`config.mk`:
```
export PLATFORM = sky130hd
export DESIGN_NAME = mcts_cycle_sync
export DESIGN_NICKNAME = d
export VERILOG_FILES = /design/src/hdl/mcts_pkg.sv /design/src/hdl/mcts_cycle_sync.sv /design/src/hdl/mcts_pulse_timer.sv
export SDC_FILE = /design/constraint.sdc
export NUM_CORES = 1
export LEC_CHECK = 0
export ABC_AREA = 1
export BUFFER_PORTS_ARGS = -buffer_cell sky130_fd_sc_hd__buf_2
export CORE_UTILIZATION = 55
export DETAILED_ROUTE_END_ITERATION = 8
export PLACE_DENSITY = 0.74
export SLEW_MARGIN = 10
export SYNTH_ARGS = -nofsm -noshare
export SYNTH_HDL_FRONTEND = slang
export SYNTH_SLANG_ARGS = --single-unit
```
`constraint.sdc`:
```
create_clock -name clk -period 2.4 [get_ports clk]
set_input_delay 0.12 -clock clk [delete_from_list [all_inputs] [get_ports clk]]
set_output_delay 0.12 -clock clk [all_outputs]
set_load 0.02 [all_outputs]
```
`src/hdl/mcts_pkg.sv`:
```
// Package: constants, register map and types for the shared cycle trigger block
`default_nettype none
package mcts_pkg;
   // Clock and timing figures
   localparam int CLK_PERIOD_NS = 100;
   localparam int MIN_START_PERIOD_NS = 400;
   localparam int READY_RISE_NS = 100;
   // Least times round up to whole cycles
   localparam int MIN_START_CYC = (MIN_START_PERIOD_NS + CLK_PERIOD_NS - 1) / CLK_PERIOD_NS;
   localparam int READY_RISE_CYC = (READY_RISE_NS + CLK_PERIOD_NS - 1) / CLK_PERIOD_NS;
   // Consecutive high samples needed before the ready line counts as settled
   localparam int READY_CONFIRM_CYC = READY_RISE_CYC + 1;
   // Low time of the start pulse, and wait after the own edge before trusting ready
   localparam int START_LOW_CYC = 2;
   localparam int SYNC_GUARD_CYC = 3;
   localparam int CNT_W = 4;

   // Register map, byte addresses
   localparam int ADDR_W = 5;
   localparam logic [ADDR_W-1:0] ADDR_CTRL = 5'h00;
   localparam logic [ADDR_W-1:0] ADDR_CAM_DELAY = 5'h04;
   localparam logic [ADDR_W-1:0] ADDR_CAM_WIDTH = 5'h08;
   localparam logic [ADDR_W-1:0] ADDR_STB_DELAY = 5'h0c;
   localparam logic [ADDR_W-1:0] ADDR_STB_WIDTH = 5'h10;
   localparam logic [ADDR_W-1:0] ADDR_STATUS = 5'h14;
   localparam logic [ADDR_W-1:0] ADDR_CYCLE_COUNT = 5'h18;

   // Control fields
   localparam int CTRL_MASTER_BIT = 0;
   localparam int CTRL_AREA_BIT = 1;
   localparam int CTRL_EN_BIT = 2;
   localparam int CTRL_SRC_LSB = 4;
   localparam logic [1:0] SRC_CYCLE_TRIGGER = 2'h1;
   localparam logic [6:0] CTRL_RST = 7'h02;
   // Status fields
   localparam int STAT_ACTIVE_BIT = 0;
   localparam int STAT_READY_BIT = 1;
   localparam int STAT_PEND_BIT = 2;
   localparam int STAT_LOCAL_BIT = 3;

   // Pulse timing settings
   localparam int TW = 16;
   localparam logic [TW-1:0] DELAY_RST = 16'h0000;
   localparam logic [TW-1:0] WIDTH_RST = 16'h0001;
   localparam logic [31:0] RDATA_UNMAPPED = 32'h0000_0000;

   typedef struct packed {
      logic [TW-1:0] delay;
      logic [TW-1:0] width;
   } mcts_pulse_cfg_t;

   // One pin driver: level driven and enable
   typedef struct packed {
      logic out;
      logic oe;
   } mcts_pin_drv_t;

   typedef enum logic [1:0] {
      MS_IDLE = 2'b00,
      MS_WAIT_READY = 2'b01,
      MS_DRIVE_LOW = 2'b10,
      MS_GUARD = 2'b11
   } mcts_master_state_t;

   typedef enum logic [1:0] {
      TS_IDLE = 2'b00,
      TS_DELAY = 2'b01,
      TS_PULSE = 2'b10
   } mcts_timer_state_t;
endpackage : mcts_pkg
`default_nettype wire

```
`src/hdl/mcts_cycle_sync.sv`:
```
// Shared cycle trigger: master start generator, ready line and local cycle timers
//
// The implementer's own choices: the address-and-strobe port and the placing of the registers.
`default_nettype none
//
// Contract
// - Master's cycle manager makes the cycle trigger and broadcasts it on the link.
// - Every device, master too, triggers its cycle from the shared link stream.
// - All cycles begin together; each device keeps its own timing settings.
// - The ready mechanism exists only in area-scan mode, never in line-scan.
// - Ready line is a wired-AND; any one slave can hold it false.
// - A slave holds ready false while any local start condition is unmet.
// - Master withholds the trigger while the ready line reads false.
// - Once ready is confirmed high, master drives a falling edge on cycle-start.
// - The cycle-start falling edge starts the cycle timers of every device.
// - After cycle start each device forces ready low until locally ready again.
// - Timers give camera trigger and strobe, each with own delay and width.
// - Master keeps cycle-start edges at least 400 ns apart.
module mcts_cycle_sync
   import mcts_pkg::*;
(
   input wire logic clk,
   input wire logic rst,
   input wire logic [ADDR_W-1:0] reg_addr,
   input wire logic [31:0] reg_wdata,
   input wire logic reg_wr,
   input wire logic reg_rd,
   output logic [31:0] reg_rdata,
   input wire logic cycle_trigger_in,
   input wire logic local_ready,
   input wire logic ready_line_in,
   output mcts_pin_drv_t ready_line,
   input wire logic start_line_in,
   output mcts_pin_drv_t start_line,
   output logic camera_trigger,
   output logic strobe,
   output logic cycle_active
);
   // Settings
   logic [6:0] ctrl_r;
   mcts_pulse_cfg_t cam_cfg_r;
   mcts_pulse_cfg_t stb_cfg_r;
   logic role_master;
   logic area_scan;
   logic enabled;
   logic src_is_cycle;
   logic master_on;
   logic master_arm;

   // Pin synchronisers
   logic ready_s1_r;
   logic ready_s2_r;
   logic start_s1_r;
   logic start_s2_r;
   logic start_s3_r;
   logic start_fall;

   // Master sequencing
   mcts_master_state_t mstate_r;
   logic pend_r;
   logic [CNT_W-1:0] ready_hi_r;
   logic ready_settled;
   logic [CNT_W-1:0] low_cnt_r;
   logic [CNT_W-1:0] period_cnt_r;
   logic [CNT_W-1:0] guard_cnt_r;
   logic period_ok;
   logic start_go;
   logic hold_low;

   // Local cycle state
   logic [1:0] timer_start;
   logic [1:0] timer_pulse;
   logic [1:0] timer_busy;
   mcts_pulse_cfg_t timer_cfg [2];
   logic local_go;
   logic timers_idle;
   logic [31:0] status_word;
   logic [31:0] cycle_count_r;

   assign role_master = ctrl_r[CTRL_MASTER_BIT];
   assign area_scan = ctrl_r[CTRL_AREA_BIT];
   assign enabled = ctrl_r[CTRL_EN_BIT];
   assign src_is_cycle = (ctrl_r[CTRL_SRC_LSB +: 2] == SRC_CYCLE_TRIGGER);

   // Master duties need the master role and the enable together
   assign master_on = role_master && enabled;
   assign master_arm = master_on && src_is_cycle;

   // Control register write
   always_ff @(posedge clk) begin
      if (rst) begin
         ctrl_r <= CTRL_RST;
      end else if (reg_wr && (reg_addr == ADDR_CTRL)) begin
         ctrl_r <= reg_wdata[6:0];
      end
   end

   // Pulse timing writes; each device keeps its own settings
   always_ff @(posedge clk) begin
      if (rst) begin
         cam_cfg_r <= '{delay: DELAY_RST, width: WIDTH_RST};
         stb_cfg_r <= '{delay: DELAY_RST, width: WIDTH_RST};
      end else if (reg_wr) begin
         unique case (reg_addr)
            ADDR_CAM_DELAY: cam_cfg_r.delay <= reg_wdata[TW-1:0];
            ADDR_CAM_WIDTH: cam_cfg_r.width <= reg_wdata[TW-1:0];
            ADDR_STB_DELAY: stb_cfg_r.delay <= reg_wdata[TW-1:0];
            ADDR_STB_WIDTH: stb_cfg_r.width <= reg_wdata[TW-1:0];
            default: begin
            end
         endcase
      end
   end

   // Status word as software sees it
   always_comb begin
      status_word = '0;
      status_word[STAT_ACTIVE_BIT] = cycle_active;
      status_word[STAT_READY_BIT] = ready_s2_r;
      status_word[STAT_PEND_BIT] = pend_r;
      status_word[STAT_LOCAL_BIT] = local_go;
   end

   // Register reads, data in the cycle after the strobe
   always_ff @(posedge clk) begin
      if (rst) begin
         reg_rdata <= '0;
      end else if (reg_rd) begin
         unique case (reg_addr)
            ADDR_CTRL: reg_rdata <= {25'h0000000, ctrl_r};
            ADDR_CAM_DELAY: reg_rdata <= {16'h0000, cam_cfg_r.delay};
            ADDR_CAM_WIDTH: reg_rdata <= {16'h0000, cam_cfg_r.width};
            ADDR_STB_DELAY: reg_rdata <= {16'h0000, stb_cfg_r.delay};
            ADDR_STB_WIDTH: reg_rdata <= {16'h0000, stb_cfg_r.width};
            ADDR_STATUS: reg_rdata <= status_word;
            ADDR_CYCLE_COUNT: reg_rdata <= cycle_count_r;
            default: reg_rdata <= RDATA_UNMAPPED;
         endcase
      end else begin
         reg_rdata <= '0;
      end
   end

   // Two-stage synchroniser for the shared ready line
   always_ff @(posedge clk) begin
      if (rst) begin
         ready_s1_r <= 1'b0;
         ready_s2_r <= 1'b0;
      end else begin
         ready_s1_r <= ready_line_in;
         ready_s2_r <= ready_s1_r;
      end
   end

   // Two-stage synchroniser plus edge stage for the shared start line
   always_ff @(posedge clk) begin
      if (rst) begin
         start_s1_r <= 1'b1;
         start_s2_r <= 1'b1;
         start_s3_r <= 1'b1;
      end else begin
         start_s1_r <= start_line_in;
         start_s2_r <= start_s1_r;
         start_s3_r <= start_s2_r;
      end
   end

   // Falling edge of the shared cycle-start stream, same path for master and slaves
   assign start_fall = enabled && start_s3_r && !start_s2_r;

   // Ready counts as settled after enough consecutive high samples
   always_ff @(posedge clk) begin
      if (rst) begin
         ready_hi_r <= '0;
      end else if (!ready_s2_r) begin
         ready_hi_r <= '0;
      end else if (ready_hi_r != CNT_W'(READY_CONFIRM_CYC)) begin
         ready_hi_r <= ready_hi_r + 4'h1;
      end
   end
   // Line-scan mode has no ready mechanism, so the line is not consulted
   assign ready_settled = !area_scan || (ready_hi_r == CNT_W'(READY_CONFIRM_CYC));

   // Pending cycle trigger from the cycle manager; a new request wins over the clear
   always_ff @(posedge clk) begin
      if (rst) begin
         pend_r <= 1'b0;
      end else if (!master_arm) begin
         pend_r <= 1'b0;
      end else if (cycle_trigger_in) begin
         pend_r <= 1'b1;
      end else if (mstate_r == MS_WAIT_READY && ready_settled && period_ok) begin
         pend_r <= 1'b0;
      end
   end

   // Cycles since the last own falling edge, saturating
   always_ff @(posedge clk) begin
      if (rst) begin
         period_cnt_r <= CNT_W'(MIN_START_CYC);
      end else if (start_go) begin
         period_cnt_r <= '0;
      end else if (period_cnt_r != CNT_W'(MIN_START_CYC)) begin
         period_cnt_r <= period_cnt_r + 4'h1;
      end
   end
   // The edge goes out one cycle after the decision, so spacing is exactly honoured
   assign period_ok = (period_cnt_r >= CNT_W'(MIN_START_CYC - 1));

   // Decision to pull the start line low from the next cycle on
   assign start_go = (mstate_r == MS_WAIT_READY) && pend_r && ready_settled && period_ok;

   // Master start sequencer
   always_ff @(posedge clk) begin
      if (rst) begin
         mstate_r <= MS_IDLE;
         low_cnt_r <= '0;
         guard_cnt_r <= '0;
      end else if (!master_on) begin
         mstate_r <= MS_IDLE;
         low_cnt_r <= '0;
         guard_cnt_r <= '0;
      end else begin
         unique case (mstate_r)
            MS_IDLE: begin
               if (pend_r || cycle_trigger_in) begin
                  mstate_r <= MS_WAIT_READY;
               end
            end
            MS_WAIT_READY: begin
               // Hold back while the shared ready line is low
               if (pend_r && ready_settled && period_ok) begin
                  mstate_r <= MS_DRIVE_LOW;
                  low_cnt_r <= CNT_W'(START_LOW_CYC - 1);
               end else if (!pend_r) begin
                  mstate_r <= MS_IDLE;
               end
            end
            MS_DRIVE_LOW: begin
               if (low_cnt_r == '0) begin
                  mstate_r <= MS_GUARD;
                  guard_cnt_r <= CNT_W'(SYNC_GUARD_CYC);
               end else begin
                  low_cnt_r <= low_cnt_r - 4'h1;
               end
            end
            MS_GUARD: begin
               // Ignore stale ready until the own edge has pulled the line low
               if (start_fall) begin
                  guard_cnt_r <= CNT_W'(SYNC_GUARD_CYC);
               end else if (guard_cnt_r != '0) begin
                  guard_cnt_r <= guard_cnt_r - 4'h1;
               end else begin
                  mstate_r <= pend_r ? MS_WAIT_READY : MS_IDLE;
               end
            end
         endcase
      end
   end

   // Start pulse still inside its low cycles
   assign hold_low = (mstate_r == MS_DRIVE_LOW) && (low_cnt_r != '0);

   // Cycle-start pin: master drives high, low during the start pulse; slaves listen
   always_ff @(posedge clk) begin
      if (rst) begin
         start_line <= '{out: 1'b1, oe: 1'b0};
      end else begin
         start_line.oe <= master_on;
         start_line.out <= !start_go && !hold_low;
      end
   end

   // Both timers idle means no cycle runs on this device
   assign timers_idle = (timer_busy == 2'b00);

   // Local conditions: enabled, local logic ready, no timer running, no start edge in this cycle
   assign local_go = enabled && local_ready && timers_idle && !start_fall;

   // Ready pin: open drain, only ever pulled low
   always_ff @(posedge clk) begin
      if (rst) begin
         ready_line <= '{out: 1'b0, oe: 1'b0};
      end else begin
         ready_line.out <= 1'b0;
         ready_line.oe <= area_scan && !local_go;
      end
   end

   // Both timers start from the same shared edge with their own settings
   assign timer_cfg[0] = cam_cfg_r;
   assign timer_cfg[1] = stb_cfg_r;
   generate
      for (genvar i = 0; i < 2; i++) begin : g_timer
         assign timer_start[i] = start_fall;
         mcts_pulse_timer u_timer (
            .clk(clk),
            .rst(rst),
            .start(timer_start[i]),
            .cfg(timer_cfg[i]),
            .pulse(timer_pulse[i]),
            .busy(timer_busy[i])
         );
      end
   endgenerate

   // Output flop for the camera trigger
   always_ff @(posedge clk) begin
      if (rst) begin
         camera_trigger <= 1'b0;
      end else begin
         camera_trigger <= timer_pulse[0];
      end
   end

   // Output flop for the strobe
   always_ff @(posedge clk) begin
      if (rst) begin
         strobe <= 1'b0;
      end else begin
         strobe <= timer_pulse[1];
      end
   end

   // Output flop for cycle activity
   always_ff @(posedge clk) begin
      if (rst) begin
         cycle_active <= 1'b0;
      end else begin
         cycle_active <= !timers_idle;
      end
   end

   // Count of cycles started on this device
   always_ff @(posedge clk) begin
      if (rst) begin
         cycle_count_r <= '0;
      end else if (start_fall) begin
         cycle_count_r <= cycle_count_r + 32'h0000_0001;
      end
   end
endmodule : mcts_cycle_sync
`default_nettype wire

```
`src/hdl/mcts_pulse_timer.sv`:
```
// Delay-then-pulse timer started by the common cycle start
`default_nettype none
module mcts_pulse_timer
   import mcts_pkg::*;
(
   input wire logic clk,
   input wire logic rst,
   input wire logic start,
   input wire mcts_pulse_cfg_t cfg,
   output logic pulse,
   output logic busy
);
   mcts_timer_state_t state_r;
   logic [TW-1:0] cnt_r;
   logic [TW-1:0] width_r;

   // Delay count, then high for the width count; starts while busy are ignored
   always_ff @(posedge clk) begin
      if (rst) begin
         state_r <= TS_IDLE;
         cnt_r <= '0;
         width_r <= '0;
         pulse <= 1'b0;
      end else begin
         unique case (state_r)
            TS_IDLE: begin
               if (start) begin
                  cnt_r <= cfg.delay;
                  width_r <= cfg.width;
                  state_r <= TS_DELAY;
               end
            end
            TS_DELAY: begin
               if (cnt_r == '0) begin
                  if (width_r == '0) begin
                     state_r <= TS_IDLE;
                  end else begin
                     cnt_r <= width_r - 16'h0001;
                     pulse <= 1'b1;
                     state_r <= TS_PULSE;
                  end
               end else begin
                  cnt_r <= cnt_r - 16'h0001;
               end
            end
            TS_PULSE: begin
               if (cnt_r == '0) begin
                  pulse <= 1'b0;
                  state_r <= TS_IDLE;
               end else begin
                  cnt_r <= cnt_r - 16'h0001;
               end
            end
            default: begin
               pulse <= 1'b0;
               state_r <= TS_IDLE;
            end
         endcase
      end
   end

   // Busy from the cycle after the start request onward
   assign busy = (state_r != TS_IDLE);
endmodule : mcts_pulse_timer
`default_nettype wire

```
==> run metrics <==
WHS Path Cells=6; total wire length=34.0 mm; synth unique cells=46; PwrDens=1060 mW/mm^2; most common cell in the synthesized netlist=nand2_1; Post-synth EDFFs=0; Syn Std Cell Area=0.0125 mm^2; CTS Buf Count=26; DR vias=12,300; top cell type by total area after synthesis=dfxtp_1; post-synthesis sequential area ratio=37.8%; CTS clock-pin slew for the worst setup and hold paths=roughly 0.060 ns; # diodes=0; Sw Share=41.0%; Initial Util=56.5%; GR Overflow Total=0; Mapped Cells=around 1,900; setup TNS=0 ns; unrepaired setup endpoints after global routing=no; Rel. slew slack=roughly two fifths; share of layout cells above drive strength 1=under 10%; number of synthesis warnings=0; Post-synth top cells=433 x nand2_1, 243 x nor2_1, 241 x inv_1; Synth area leaders=dfxtp_1 38%, nand2_1 13%, nor2_1 7.3%; Root Buffer=clkbuf_16; max-capacitance violation count=0; die area=0.0232 mm^2; Worst Hold Class=primary input to register; clock share of power=28.8%; first-pass GRT wire length=55.1 mm; Leak=6.23 nW; die span in y=152 um; Bufs on Longest Clock Path=3; count of final setup violators=0; chain of cells forming the critical path=inv_1 -> ha_1 -> nand3_2 -> nor2_1 -> inv_1 -> nor2_1 -> nand2_1 -> nand3_2 -> nor2_1 -> nand2_1 -> a21oi_1; CP max stage delay=0.30 ns; Synth async-reset ratio=0%; site row count=54; Synth Register Bits=235; Fmax=472 MHz; DRT iter0 DRCs=1,150; GR Util All Layers=29.0%; TritonCTS clock tree=done; Max VDD drop=0.633 mV; initial antenna violation count=0; fin nets=2,029; Pint=8.86 mW; Synth top area share=37.8%; Avg Vias per Cell=5.43; CP dominant cell by count=nor2_1; Switching Power=6.15 mW; vias in the first global route=11,100; Period minus WS final=2.12 ns; # placed instances=2,186; Crit path depth=11; Area growth syn-to-layout=13.6%; Crit Path Class=register to register; Post-synth top flop=dfxtp_1; CP max stage cell=dfxtp_1; syn_area_per_cell=around 6.6 um^2; post-CTS sizing=0; Ports=84; Placer Congestion=0.945; CP Capture Type=register; CTS Sinks=235; fillers=between 2,000 and 2,500; fin cells=2,256; clk_lat worst skew=roughly 0.55 ns; CP delay by family, top=simple AND/OR/NAND/NOR gates; largest net degree at the start of global routing=117; cell depth of the worst flop-to-flop path=11; Bufs and invs on worst path=2; Slew Viols, Final=0; Clock Skews=0.0204 ns; Detail Route Antenna Nets=0; syn_nets=1,960; final worst-path cycle share=88.2%; Clock H-tree levels=1; crit-path max FO=14; router iterations before antenna repair=8; final-report hold violation count=0; number of remaining DRC errors=5; IO Port Bufs=66; Core ar.=0.0220 mm^2; die boundary width=152 um; status=complete, but fails checks; Worst EP required=2.80 ns; worst slew pin tran=0.887 ns; Comb pwr share=41.3%; nature of the critical path startpoint=register; Sequential Power Share=29.9%; failing checks=DRC; DP HPWL=approximately 25 mm; WL per Instance=15.1 um; Worst Path Arrival=2.52 ns
==> final timing paths <==
path	startpoint	end	slack (ns)
worst min register to register	ready_s1_r	ready_s2_r	0.41
worst max register to register	g_timer[0].u_timer.width_r[0]	g_timer[0].u_timer.cnt_r[11]	0.28
worst min-delay path	local_ready	ready_line[0]	0.1
worst max-delay path	g_timer[0].u_timer.width_r[0]	g_timer[0].u_timer.cnt_r[11]	0.28
==> worst register-to-register path: cells and delay by family (launching register included) <==
family / cells / cell delay, ns
and+or+nand+nor: 7 / 1.20
DFF: 1 / 0.30
adders and majority gates: 1 / 0.22
buffers and inverters: 2 / 0.19
AOI/OAI and AO/OA: 1 / 0.06
==> area by class of cell <==
cell class                 count  area, um^2  area share [%]
inverter                     249         941            6.65
timing repair buffer         111         736            5.20
clock inverter                10         190            1.34
sequential                   235        4700            33.2
multi-input combinational   1333        6490            45.9
clock buffer                  38         736            5.20
tap                          280         350            2.48
==> through the flow <==
stage               total power [mW]  util [%]  cell area, um^2  hold WS [ns]  worst slack (ns)
finish                          15.0      64.2            14100        0.0952             0.283
global route                    16.1      64.2            14100         0.126             0.101
CTS                             15.0      64.2            14100        0.0702             0.329
detailed placement              10.6      59.0            13000         0.307             0.370
global placement                10.4      59.0            13000         0.307             0.468
floorplan                       9.33         -            12500         0.224             0.685
==> sequential cells by signal, indices dropped and copies added, names as in the netlist, 4 cells and up, named ones only <==
| signal | cells |
|---|---|
| ctrl_r | 7 |
| ready_hi_r | 4 |
| g_timer.u_timer.state_r | 4 |
| stb_cfg_r | 32 |
| g_timer.u_timer.cnt_r | 32 |
| cam_cfg_r | 32 |
| low_cnt_r | 4 |
| g_timer.u_timer.width_r | 32 |
| period_cnt_r | 4 |
| cycle_count_r | 32 |
| reg_rdata | 32 |
| guard_cnt_r | 4 |
==> power by group through the flow <==
stage               clock network [mW]  registers [mW]  logic, mW
floorplan                            0            4.50       4.83
global route                      4.52            4.52       7.03
CTS                               4.38            4.48       6.11
global placement                     0            4.55       5.90
detailed placement                   0            4.56       6.03
finish                            4.33            4.48       6.20
==> per-layer routing <==
layer  GRT usage, %  part of all wire, %  vias up  routed length, um
met5              0                    0        -                  0
met4           7.50                  2.2        0                760
met3           3.53                  6.7       59               2290
met2           47.9                   46      409              15500
met1           40.2                   45     5618              15500
li1               -                    -     6174                  -
==> layout by cell type, fill, tap and decap left out, types with 6 or more instances in the layout <==
cell and instances:
a21oi_1 157, nor2_4 6, a211oi_1 6, nand4_1 12, buf_4 22, nand2_2 6
o21ai_0 156, clkbuf_1 8, ha_1 28, buf_2 66, o221ai_1 7, o22ai_1 23
inv_1 240, dfxtp_1 235, dlygate4sd3_1 22, nand3_1 118, clkbuf_16 26, xor2_1 37
nor3_1 38, nor2_2 10, a21oi_2 9, nand3_2 7, nor2_1 243, nand2_1 433
==> cell families after synthesis <==
kind of cell    synth area share (%)
buf+inv                         10.1
fa+ha+maj                       2.81
xor+xnor                        2.95
other cells                   0.0301
compound gates                  15.9
simple gates                    30.5
flops                           37.8
==> repair_timing <==
| action | CTS | global route |
|---|---|---|
| hold buffers | 22 | 0 |
| setup endpoints to repair | 0 | 0 |
| buffers inserted | 0 | 0 |
| hold endpoints to repair | 74 | 0 |
Note: power is estimated with default switching activity, not from simulation.
